$ cat src/logic/ppir_pkg.sv
package ppir_pkg;
  // instruction codes presented by the channel
  typedef enum logic [2:0] {
    PPIR_OP_START = 3'h0,
    PPIR_OP_START_FAST = 3'h1,
    PPIR_OP_TEST = 3'h2,
    PPIR_OP_CLEAR = 3'h3,
    PPIR_OP_HALT_IO = 3'h4,
    PPIR_OP_HALT_DEV = 3'h5
  } ppir_op_t;
  localparam logic [1:0] PPIR_CC_0 = 2'h0;
  localparam logic [1:0] PPIR_CC_1 = 2'h1;
  localparam logic [1:0] PPIR_CC_2 = 2'h2;
  localparam logic [1:0] PPIR_CC_3 = 2'h3;
  localparam logic [3:0] PPIR_CHANNEL = 4'h0;
  localparam logic [7:0] PPIR_ADDR_LO = 8'h30;
  localparam logic [7:0] PPIR_ADDR_HI = 8'h3F;
  localparam logic [7:0] PPIR_PAIR_OFFSET = 8'h08;
  localparam int PPIR_UNUSABLE_LINE = 3;
  localparam int PPIR_LINES = 8;
endpackage

$ cat src/logic/ppir_line.sv
`timescale 1ns/10ps
// per-line state: busy and pending interruption for both functions
module ppir_line (
  // clock and reset
  input wire logic clock,
  input wire logic sys_rst,
  // instruction aimed at this line
  input wire logic sel,
  input wire logic hi_sel,
  input wire logic start_ok,
  input wire logic is_test,
  input wire logic is_stop,
  // functions report
  input wire logic lc_done,
  input wire logic bp_done,
  // state
  output logic busy,
  output logic pend
);
  logic [1:0] busy_q, busy_d;
  logic [1:0] pend_q, pend_d;
  logic idx;
  always_comb begin
    idx = hi_sel;
    busy_d = busy_q;
    pend_d = pend_q;
    // completion raises a pending interruption; set wins over clear
    if (sel && (is_test || is_stop)) begin
      pend_d[idx] = 1'b0;
    end
    if (sel && is_stop) begin
      busy_d[idx] = 1'b0;
    end
    // buffer pool stop also ends link control, whose completion never comes
    if (sel && is_stop && hi_sel) begin
      busy_d[0] = 1'h0;
    end
    if (sel && start_ok) begin
      busy_d[idx] = 1'b1;
    end
    if (lc_done) begin
      busy_d[0] = 1'b0;
      pend_d[0] = 1'b1;
    end
    if (bp_done) begin
      busy_d[1] = 1'b0;
      pend_d[1] = 1'b1;
    end
  end
  always_ff @(posedge clock or posedge sys_rst) begin
    if (sys_rst) begin
      busy_q <= 2'h0;
      pend_q <= 2'h0;
    end else begin
      busy_q <= busy_d;
      pend_q <= pend_d;
    end
  end
  assign busy = busy_q[hi_sel];
  assign pend = pend_q[hi_sel];
endmodule // ppir_line

$ cat src/logic/ppir_responder.sv
`timescale 1ns/10ps
// Notes on behaviour
// answer only on channel zero, addresses 30 through 3F; code raises done for every instruction and sets claimed only in that range
// line n owns pair 30+n / 38+n; pair 33/3B never serves a port
// low address goes to link control, high address to buffer pool
// fast-release start behaves exactly as ordinary start
// start: 0 initiated, 2 busy or pending, 3 invalid or absent
// start gets code 1 on bad no-op chain, inline test, or invalid command
// test: 0 available, 1 status stored and pending cleared, 2 busy, 3 invalid
// clear stops work, stores status; code 0 or 1, never 2
// clear to buffer pool address forces port inactive, unit check in link control
// both halts alike, end work; 0 pending, 1 terminated, 3 invalid, never 2
// halt to buffer pool address forces port inactive, unit check in link control
// code is two bits with completion strobe; address validity checked first
module ppir_responder #(
  parameter logic [7:0] INSTALLED = 8'hF7
) (
  // clock and reset
  input wire logic clock,
  input wire logic sys_rst,
  // instruction from channel
  input wire logic instr_valid,
  input wire logic [3:0] instr_channel,
  input wire logic [7:0] instr_addr,
  input wire ppir_pkg::ppir_op_t instr_op,
  // first command word qualifiers
  input wire logic noop_no_chain,
  input wire logic cmd_invalid,
  input wire logic inline_test,
  // completion from the line functions
  input wire logic [7:0] lc_done,
  input wire logic [7:0] bp_done,
  // answer to channel
  output logic done,
  output logic claimed,
  output logic [1:0] cond_code,
  output logic status_store,
  // launches and stops to line functions
  output logic [7:0] lc_start,
  output logic [7:0] bp_start,
  output logic [7:0] lc_stop,
  output logic [7:0] bp_stop,
  // port forced inactive with link control unit check
  output logic [7:0] port_inactive,
  output logic [7:0] lc_unit_check
);
  // line 3 has no packet port, so a build that installs it is refused
  if (INSTALLED[ppir_pkg::PPIR_UNUSABLE_LINE]) begin : g_bad_line
    $error("line 3 cannot be installed as a packet port");
  end

  logic in_range, hi, valid;
  logic [2:0] line;
  logic [7:0] sel_vec, busy_vec, pend_vec;
  logic is_start, is_test, is_clear, is_halt, is_stop;
  logic start_ok, cur_busy, cur_pend;
  logic done_d, done_q, claimed_d, claimed_q, store_d, store_q;
  logic [1:0] cc_d, cc_q;
  logic [7:0] lcs_d, lcs_q, bps_d, bps_q, lct_d, lct_q, bpt_d, bpt_q;
  logic [7:0] pin_d, pin_q, uc_d, uc_q;

  always_comb begin
    in_range = instr_valid && (instr_channel == ppir_pkg::PPIR_CHANNEL) &&
               (instr_addr >= ppir_pkg::PPIR_ADDR_LO) &&
               (instr_addr <= ppir_pkg::PPIR_ADDR_HI);
    hi = instr_addr[3];
    line = instr_addr[2:0];
    valid = in_range && INSTALLED[line] &&
            (line != 3'(ppir_pkg::PPIR_UNUSABLE_LINE));
    is_start = (instr_op == ppir_pkg::PPIR_OP_START) ||
               (instr_op == ppir_pkg::PPIR_OP_START_FAST);
    is_test = instr_op == ppir_pkg::PPIR_OP_TEST;
    is_clear = instr_op == ppir_pkg::PPIR_OP_CLEAR;
    is_halt = (instr_op == ppir_pkg::PPIR_OP_HALT_IO) ||
              (instr_op == ppir_pkg::PPIR_OP_HALT_DEV);
    is_stop = is_clear || is_halt;
    sel_vec = valid ? (8'h01 << line) : 8'h00;
  end

  always_comb begin
    cur_busy = busy_vec[line];
    cur_pend = pend_vec[line];
    start_ok = valid && is_start && !cur_busy && !cur_pend &&
               !noop_no_chain && !inline_test && !cmd_invalid;
  end

  genvar g;
  generate
    for (g = 0; g < ppir_pkg::PPIR_LINES; g++) begin : g_line
      ppir_line u_line (
        .clock(clock),
        .sys_rst(sys_rst),
        .sel(sel_vec[g]),
        .hi_sel(hi),
        .start_ok(start_ok),
        .is_test(is_test && !busy_vec[g]),
        .is_stop(is_stop),
        .lc_done(lc_done[g]),
        .bp_done(bp_done[g]),
        .busy(busy_vec[g]),
        .pend(pend_vec[g])
      );
    end
  endgenerate

  always_comb begin
    done_d = instr_valid;
    claimed_d = in_range;
    store_d = 1'b0;
    cc_d = ppir_pkg::PPIR_CC_3;
    lcs_d = 8'h00;
    bps_d = 8'h00;
    lct_d = 8'h00;
    bpt_d = 8'h00;
    pin_d = 8'h00;
    uc_d = 8'h00;
    if (!valid) begin
      cc_d = ppir_pkg::PPIR_CC_3;
    end else if (is_start) begin
      if (cur_busy || cur_pend) begin
        cc_d = ppir_pkg::PPIR_CC_2;
      end else if (noop_no_chain || inline_test || cmd_invalid) begin
        cc_d = ppir_pkg::PPIR_CC_1;
        store_d = 1'b1;
      end else begin
        cc_d = ppir_pkg::PPIR_CC_0;
        lcs_d = hi ? 8'h00 : sel_vec;
        bps_d = hi ? sel_vec : 8'h00;
      end
    end else if (is_test) begin
      if (cur_busy) begin
        cc_d = ppir_pkg::PPIR_CC_2;
      end else if (cur_pend) begin
        cc_d = ppir_pkg::PPIR_CC_1;
        store_d = 1'b1;
      end else begin
        cc_d = ppir_pkg::PPIR_CC_0;
      end
    end else if (is_clear) begin
      // status is stored on every clear; code 1 whenever the addressed function was running or pending
      store_d = 1'b1;
      cc_d = (cur_busy || cur_pend) ? ppir_pkg::PPIR_CC_1 : ppir_pkg::PPIR_CC_0;
      lct_d = hi ? 8'h00 : sel_vec;
      bpt_d = hi ? sel_vec : 8'h00;
    end else if (is_halt) begin
      if (cur_busy) begin
        cc_d = ppir_pkg::PPIR_CC_1;
      end else begin
        cc_d = ppir_pkg::PPIR_CC_0;
      end
      lct_d = hi ? 8'h00 : sel_vec;
      bpt_d = hi ? sel_vec : 8'h00;
    end
    if (valid && hi && is_stop) begin
      // buffer pool stop takes the whole port down
      pin_d = sel_vec;
      uc_d = sel_vec;
      lct_d = sel_vec;
    end
  end

  always_ff @(posedge clock or posedge sys_rst) begin
    if (sys_rst) begin
      done_q <= 1'b0;
      claimed_q <= 1'b0;
      store_q <= 1'b0;
      cc_q <= 2'h0;
      lcs_q <= 8'h00;
      bps_q <= 8'h00;
      lct_q <= 8'h00;
      bpt_q <= 8'h00;
      pin_q <= 8'h00;
      uc_q <= 8'h00;
    end else begin
      done_q <= done_d;
      claimed_q <= claimed_d;
      store_q <= store_d;
      cc_q <= cc_d;
      lcs_q <= lcs_d;
      bps_q <= bps_d;
      lct_q <= lct_d;
      bpt_q <= bpt_d;
      pin_q <= pin_d;
      uc_q <= uc_d;
    end
  end

  assign done = done_q;
  assign claimed = claimed_q;
  assign cond_code = cc_q;
  assign status_store = store_q;
  assign lc_start = lcs_q;
  assign bp_start = bps_q;
  assign lc_stop = lct_q;
  assign bp_stop = bpt_q;
  assign port_inactive = pin_q;
  assign lc_unit_check = uc_q;

  // assertions
  invalid_cc_three_a: assert property (@(posedge clock) disable iff (sys_rst)
    (instr_valid && !valid) |=> (done && cond_code == 2'h3))
    else $error("invalid address not answered with code 3");
  pair_33_a: assert property (@(posedge clock) disable iff (sys_rst)
    (instr_valid && instr_addr[2:0] == 3'h3) |=> (cond_code == 2'h3))
    else $error("pair 33/3B accepted");
  route_hi_a: assert property (@(posedge clock) disable iff (sys_rst)
    (start_ok && hi) |=> (bp_start != 8'h00 && lc_start == 8'h00))
    else $error("high address not routed to buffer pool");
  fast_same_a: assert property (@(posedge clock) disable iff (sys_rst)
    (start_ok && instr_op == ppir_pkg::PPIR_OP_START_FAST) |=> (cond_code == 2'h0))
    else $error("fast start not treated as start");
  start_busy_a: assert property (@(posedge clock) disable iff (sys_rst)
    (valid && is_start && cur_busy) |=> (cond_code == 2'h2))
    else $error("busy start not code 2");
  start_reject_a: assert property (@(posedge clock) disable iff (sys_rst)
    (valid && is_start && !cur_busy && !cur_pend && inline_test)
      |=> (cond_code == 2'h1 && status_store))
    else $error("rejected start not code 1");
  test_pend_a: assert property (@(posedge clock) disable iff (sys_rst)
    (valid && is_test && !cur_busy && cur_pend) |=> (cond_code == 2'h1))
    else $error("test with pending not code 1");
  clear_never2_a: assert property (@(posedge clock) disable iff (sys_rst)
    (instr_valid && is_clear) |=> (cond_code != 2'h2 && done))
    else $error("clear gave code 2");
  bp_clear_uc_a: assert property (@(posedge clock) disable iff (sys_rst)
    (valid && hi && is_clear) |=> (port_inactive != 8'h00 && lc_unit_check != 8'h00))
    else $error("buffer pool clear missed unit check");
  halt_never2_a: assert property (@(posedge clock) disable iff (sys_rst)
    (instr_valid && is_halt) |=> (cond_code != 2'h2))
    else $error("halt gave code 2");
  bp_halt_uc_a: assert property (@(posedge clock) disable iff (sys_rst)
    (valid && hi && is_halt) |=> (lc_unit_check == $past(sel_vec)))
    else $error("buffer pool halt missed unit check");
  start_cover: cover property (@(posedge clock) start_ok);
  busy_cover: cover property (@(posedge clock) valid && is_start && cur_busy);
  bp_halt_cover: cover property (@(posedge clock) valid && hi && is_halt);
endmodule // ppir_responder

$ cat config.mk
export PLATFORM = sky130hd
export DESIGN_NAME = ppir_responder
export DESIGN_NICKNAME = d
export VERILOG_FILES = /design/src/logic/ppir_pkg.sv /design/src/logic/ppir_line.sv /design/src/logic/ppir_responder.sv
export SDC_FILE = /design/constraint.sdc
export NUM_CORES = 1
export LEC_CHECK = 0
export BUFFER_PORTS_ARGS = -buffer_cell sky130_fd_sc_hd__buf_2
export CELL_PAD_IN_SITES_DETAIL_PLACEMENT = 0
export CELL_PAD_IN_SITES_GLOBAL_PLACEMENT = 1
export CORE_MARGIN = 2
export CORE_UTILIZATION = 44
export DETAILED_ROUTE_END_ITERATION = 8
export PLACE_DENSITY_LB_ADDON = 0.2
export SETUP_SLACK_MARGIN = 0.2
export SLEW_MARGIN = 20
export SYNTH_ARGS = -nofsm -noshare
export SYNTH_HDL_FRONTEND = slang
export SYNTH_SLANG_ARGS = --single-unit
$ cat constraint.sdc
create_clock -name clock -period 5.45 [get_ports clock]
set_input_delay 1.635 -clock clock [delete_from_list [all_inputs] [get_ports clock]]
set_output_delay 1.635 -clock clock [all_outputs]
set_load 0.05 [all_outputs]
# After elaboration in Yosys (flattened, before gate mapping)

Memories as Yosys holds them, arrays and structs flattened.
Cells that the tools add are included.

Flip-flop bits (word level): 77
Memory bits (read-only): 8
Input port bits: 37
Output and inout port bits: 53
Word-level logic and storage cells: 315
Memories kept: 1

Order comparisons: 5
Equality and inequality tests: 6
Shifts and indexed selects: 1
Muxes and demuxes: 145
Bitwise gates (word level): 25
Reductions and logical operators: 99

Memory list:

| name            | depth | width | rd ports | clocked after Yosys merged registers in | wr ports | line                 | RTL |
|---|---|---|---|---|---|---|---|
| (no name shown) | 8     | 1     | 1        | 0                                       | 0        | ppir_responder.sv:68 | `valid = in_range && INSTALLED[line] &&` |

Operators with widths:

| operator            | count |
|---|---|
| $mux 8              | 23 |
| $mux 1              | 88 |
| $mux 2              | 31 |
| $logic_and 1x1->1   | 54 |
| $and 2x2->2         | 16 |
| $reduce_bool 2->1   | 16 |
| $or 2x2->2          | 8 |
| $logic_or 1x1->1    | 14 |
| $logic_not 1->1     | 13 |
| $ge 8x6->1 const B  | 1 |
| $le 8x6->1 const B  | 1 |
| $shl 1x3->8 const A | 1 |
| $bmux 1 s3          | 2 |
| $eq 3x2->1 const B  | 2 |
| $eq 3x3->1 const B  | 2 |
| $logic_not 4->1     | 1 |
| $lt 3x4->1 const B  | 1 |
| $eq 3x1->1 const B  | 1 |
| $logic_not 3->1     | 1 |
| $ne 3x2->1 const B  | 1 |
| $lt 1x2->1 const B  | 1 |
| $not 2->2           | 1 |
| $demux 1 s1         | 1 |
| $ge 1x1->1 const B  | 1 |

# Depth between registers and ports, before layout

Depth in word-level cells: 15
Mapped depth: 8
Depth with buffers taken out: 5

# Hierarchy

Synthesis repeated with hierarchy kept, for this count alone.

Cells, all modules: 318
Area total of the unflattened synthesis: 3,462.1 µm²

Modules (own cells, without submodules):

| module         | times used | cells each | area an instance (µm²) |
|---|---|---|---|
| ppir_responder | 1          | 174        | 1,900.6 |
| ppir_line      | 8          | 18         | 195.2 |

# Worst setup path after synthesis

OpenSTA, ideal clock, no wires.

Path kind: input -> register
From: in instr_addr[3]
To: reg cc_q[0], in the netlist cond_code[0]
Arrival: 3,185 ps
Setup slack: 2,122 ps
Cell stages on the path: 6
Buffers on the path: 1
Cells stage by stage: buf_6 > mux4_2 > and3_1 > o31a_1 > o41ai_2 > o2111ai_1

Word-level cells in the longest chain between the ends: 10
Elaborated cells between the ends (all ways): 53

Ends and longest elaborated chain:

| item                                              | line                                                                | RTL |
|---|---|---|
| start, declared                                   | ppir_responder.sv:24                                                | `input wire logic [7:0] instr_addr,` |
| $mux 1, on equally long branches (2 in series)    | ppir_line.sv:59, ppir_line.sv:60                                    |  |
| $bmux 1 s3, on equally long branches              | ppir_responder.sv:81, ppir_responder.sv:82                          |  |
| $mux 1, on equally long branches                  | ppir_responder.sv:81, ppir_responder.sv:82                          |  |
| $mux 1 / $logic_or 1x1->1 (equally long branches) | ppir_responder.sv:146, ppir_responder.sv:120, ppir_responder.sv:142 |  |
| $mux 2 / $mux 1 (equally long branches)           | ppir_responder.sv:145, ppir_responder.sv:142                        |  |
| $mux 2                                            | ppir_responder.sv:139                                               | `end else if (is_clear) begin` |
| $mux 2                                            | ppir_responder.sv:130                                               | `end else if (is_test) begin` |
| $mux 2                                            | ppir_responder.sv:119                                               | `end else if (is_start) begin` |
| $mux 2 *                                          | ppir_responder.sv:117                                               | `if (!valid) begin` |
| net cc_d[0]                                       | ppir_responder.sv:58                                                | `logic [1:0] cc_d, cc_q;` |
| end signal, assigned                              | ppir_responder.sv:167                                               | `cc_q <= 2'h0;` |
| end signal, assigned                              | ppir_responder.sv:178                                               | `cc_q <= cc_d;` |
| end, declared                                     | ppir_responder.sv:58                                                |  |

Mark *: on every way through the listed nets, which the timed path passes. The rest lies on a longest branch. The select of a mux whose other input is x is not followed.
A chain may end at the register's enable or synchronous reset.

# Final worst setup path

From: in instr_addr[3]
To: reg g_line[6].u_line.busy_q[0]

Word-level cells in the longest chain between the ends: 14
Elaborated cells between the ends (all ways): 66

Ends and longest elaborated chain:

| item                                                | line            | RTL |
|---|---|---|
| branches (longest 12 deep; another with $ge 8x6->1) | n/a             |  |
| $mux 2 *                                            | ppir_line.sv:38 | `if (sel && start_ok) begin` |
| $mux 1 *                                            | ppir_line.sv:41 | `if (lc_done) begin` |
| net g_line[6].u_line.busy_d[0]                      | ppir_line.sv:20 | `logic [1:0] busy_q, busy_d;` |
| end signal, assigned                                | ppir_line.sv:55 | `busy_q <= busy_d;` |
| end, declared                                       | ppir_line.sv:20 |  |

Mark *: on every way through the listed nets, which the timed path passes. The select of a mux whose other input is x is not followed.

==> out/metrics.cfg <==
[setup_path]
worst_path_largest_cell_delay_ps=660
crit_required_ps=5700
critPathTopFamily=multiplexers
cp.arrival_ps=4030
reg2reg_from=g_line[0].u_line.busy_q[0]
crit_path_cell_trace=buf_2 > mux4_1 > mux2i_1 > mux2_4 > o2111ai_2 > o22ai_1
critPathSlowestCell=mux4_1
cp-end-kind=register
startpoint=instr_addr[3]
critical_path_class=input pin to register
cp_max_fo=41
crit_path_start_kind=input pin
rrSetupSlack_ps=3320
cp_num_buf_inv=1
reg2reg_to=g_line[6].u_line.busy_q[0]
reg2regPathDepth=5

[clock_network]
post_cts_buffers=0
root_buffer=clkbuf_8
cts_buffers=9
cts.sink_count=77
h-tree-depth=3
cts.clk_slew.worst_paths_ps=80
clk_path_buf_depth=2
cts_resized=0
cts_tree=yes
cts_hold_buf=0
clk_latency_ps=340

[die]
die_h_um=92.0
ios=90
dieWidth_um=92.0
fp-row-count=32
start_util_pct=44.8
fp.dieArea_sq_um=8460
core_sq_um=7610

[route]
drc=0
final_antenna_net_count=0
vias=2598
via_per_inst=5.30
wl_per_cell_um=16.1
dr.pass1.iters=4
first_iter_violations=103
drt-total-wl_um=7900

[min_path]
holdPathStages=1
min-delay-start=g_line[3].u_line.pend_q[1]
min_path_type=register to register
hold_end=g_line[3].u_line.pend_q[1]

[placement]
dpl.cell_count=474
preCtsSetupSlack_ps=1320
io_buffer_count=89
dpl.hpwl_um=5420
gp_congestion=0.805

[timing]
finalCritPeriodShare_pct=69.4
hold_viol_final=0
fin_crit_ps=3780
rsz0062_at_grt=no
slew_violations=0
tns_ps=0
slew_headroom_pct=47.6
fin_skew_ps=5.71
tightest_slew_ps=786
max_freq_mhz=265
setup_viol=0
setup_slack_ps=1670

[global_route]
grt_max_degree=42
grt_pass1_wl_um=13300
antenna_found_initial=0
gr-total-overflow=0
grt_use_total_pct=20.2
grt_pass1_vias=2608

[layout]
layout_common_cells=89 x buf_2, 77 x dfrtp_1, 24 x nor2_1, 23 x o21ai_0
layout_commonest_cell=buf_2
areaGrowthSynthToFinish_pct=19.8
post-route-util_pct=53.6
nets=420
multiInputGateArea_sq_um=1310
finalNonFillerCells=490
num-fill-cells=717
diodes=0
regArea_sq_um=1930
layout-drive-gt1-share_pct=32.5

[logic_synthesis]
synth_warnings=0
yosysSeqAreaShare_pct=56.6
synthDistinctLibCells=48
syn_inst=298
synth_xor_area_share_pct=0
synth_mux_area_share_pct=6.39
synth_top_area_share_pct=56.6
synth_top_family_by_area=simple AND/OR/NAND/NOR gates
synthAdderAreaFrac_pct=0
ys.flop_type=dfrtp_1
ys_ff_latch=77
synth-async-reset-ratio_pct=100
synth_enable_flop_cells=0
synth-simple-area-share_pct=18.2
yosys-top-cells-area=dfrtp_1 57%, o21ai_0 3.4%, a21o_1 3.3%
synth.avg_cell_area_sq_um=11.4
synth_compound_area_share_pct=13.3
synth_largest_area_cell=dfrtp_1
syn_area_sq_um=3400

[run_status]
outcome=complete, no violations

[power_and_ir_drop]
p_leak_nw=1.85
ir_drop_v=0.000116
power_density_nw_per_um2=269

[run]
cap_violations=0

-- final cells by class --
class / count / share of cell area (%)
flip-flops and latches: 77 / 47.3
multi-input cells: 192 / 32.1
repair buffers: 92 / 11.5
clock buffers: 10 / 3.38
well taps: 102 / 3.13
clock inverters: 6 / 1.69
inverters: 11 / 1.01
-- synth_stat cells (4+ instances only) --
master    number
dfrtp_1       77
nor2_1        24
o21ai_0       23
a21o_1        15
nor3_1        15
inv_1         11
buf_4          9
nand2_1        9
o22ai_1        8
or3_1          8
and3_1         7
nand3b_1       7
o32ai_1        7
mux2i_1        6
nand3_1        6
clkbuf_1       5
nand4b_1       5
buf_2          4
mux4_2         4
nand4_1        4
nor2b_1        4
-- metal layers --
metal	GRT usage (%)	up-vias	wire length (um)	share of wire, %
li1	-	1245	-	-
met1	29.4	1255	3600	46
met2	30.4	88	3730	47
met3	3.78	10	464	5.9
met4	7.46	0	102	1.3
met5	0	-	0	0
-- worst max path at each step --
stage               depth (start not counted)  slack, ps                         end
floorplan                                   1       1850                 bp_start[0]
CTS                                         6       1660  g_line[6].u_line.busy_q[0]
finish                                      6       1670  g_line[6].u_line.busy_q[0]
global route                                6       1500  g_line[7].u_line.busy_q[0]
global placement                            6       1400  g_line[7].u_line.busy_q[0]
detailed placement                          6       1320  g_line[1].u_line.busy_q[1]
-- metrics by stage --
step           instance area (sq um)  power [mW]  hold slack [ps]
6_report                        4080        1.10              466
3_5_place_dp                    3870       0.665              450
2_1_floorplan                   3420       0.635              434
4_1_cts                         4080        1.11              471
3_3_place_gp                    3870       0.664              459
5_1_grt                         4080        1.15              499
-- power breakdown --
group	total, mW	leakage, nW	internal [mW]	switching [mW]
sequential	0.573	0.968	0.573	0.000518
clock	0.444	0.103	0.227	0.217
combinational	0.0784	0.779	0.0233	0.0551
total	1.10	1.85	0.824	0.273
-- state kept, by name, summed over array words and instances (netlist names) --
name / count
g_line.u_line.busy_q: 16
g_line.u_line.pend_q: 16
bp_start: 8
bp_stop: 8
lc_start: 8
lc_stop: 8
lc_unit_check: 8
cond_code: 2
claimed: 1
done: 1
status_store: 1
-- kinds of logic after synthesis --
family                 after synthesis
and+or+nand+nor                    108
DFF                                 77
AOI/OAI and AO/OA                   66
buffers and inverters               33
muxes                               13
other                                1
(Power assumes the default switching activity.)
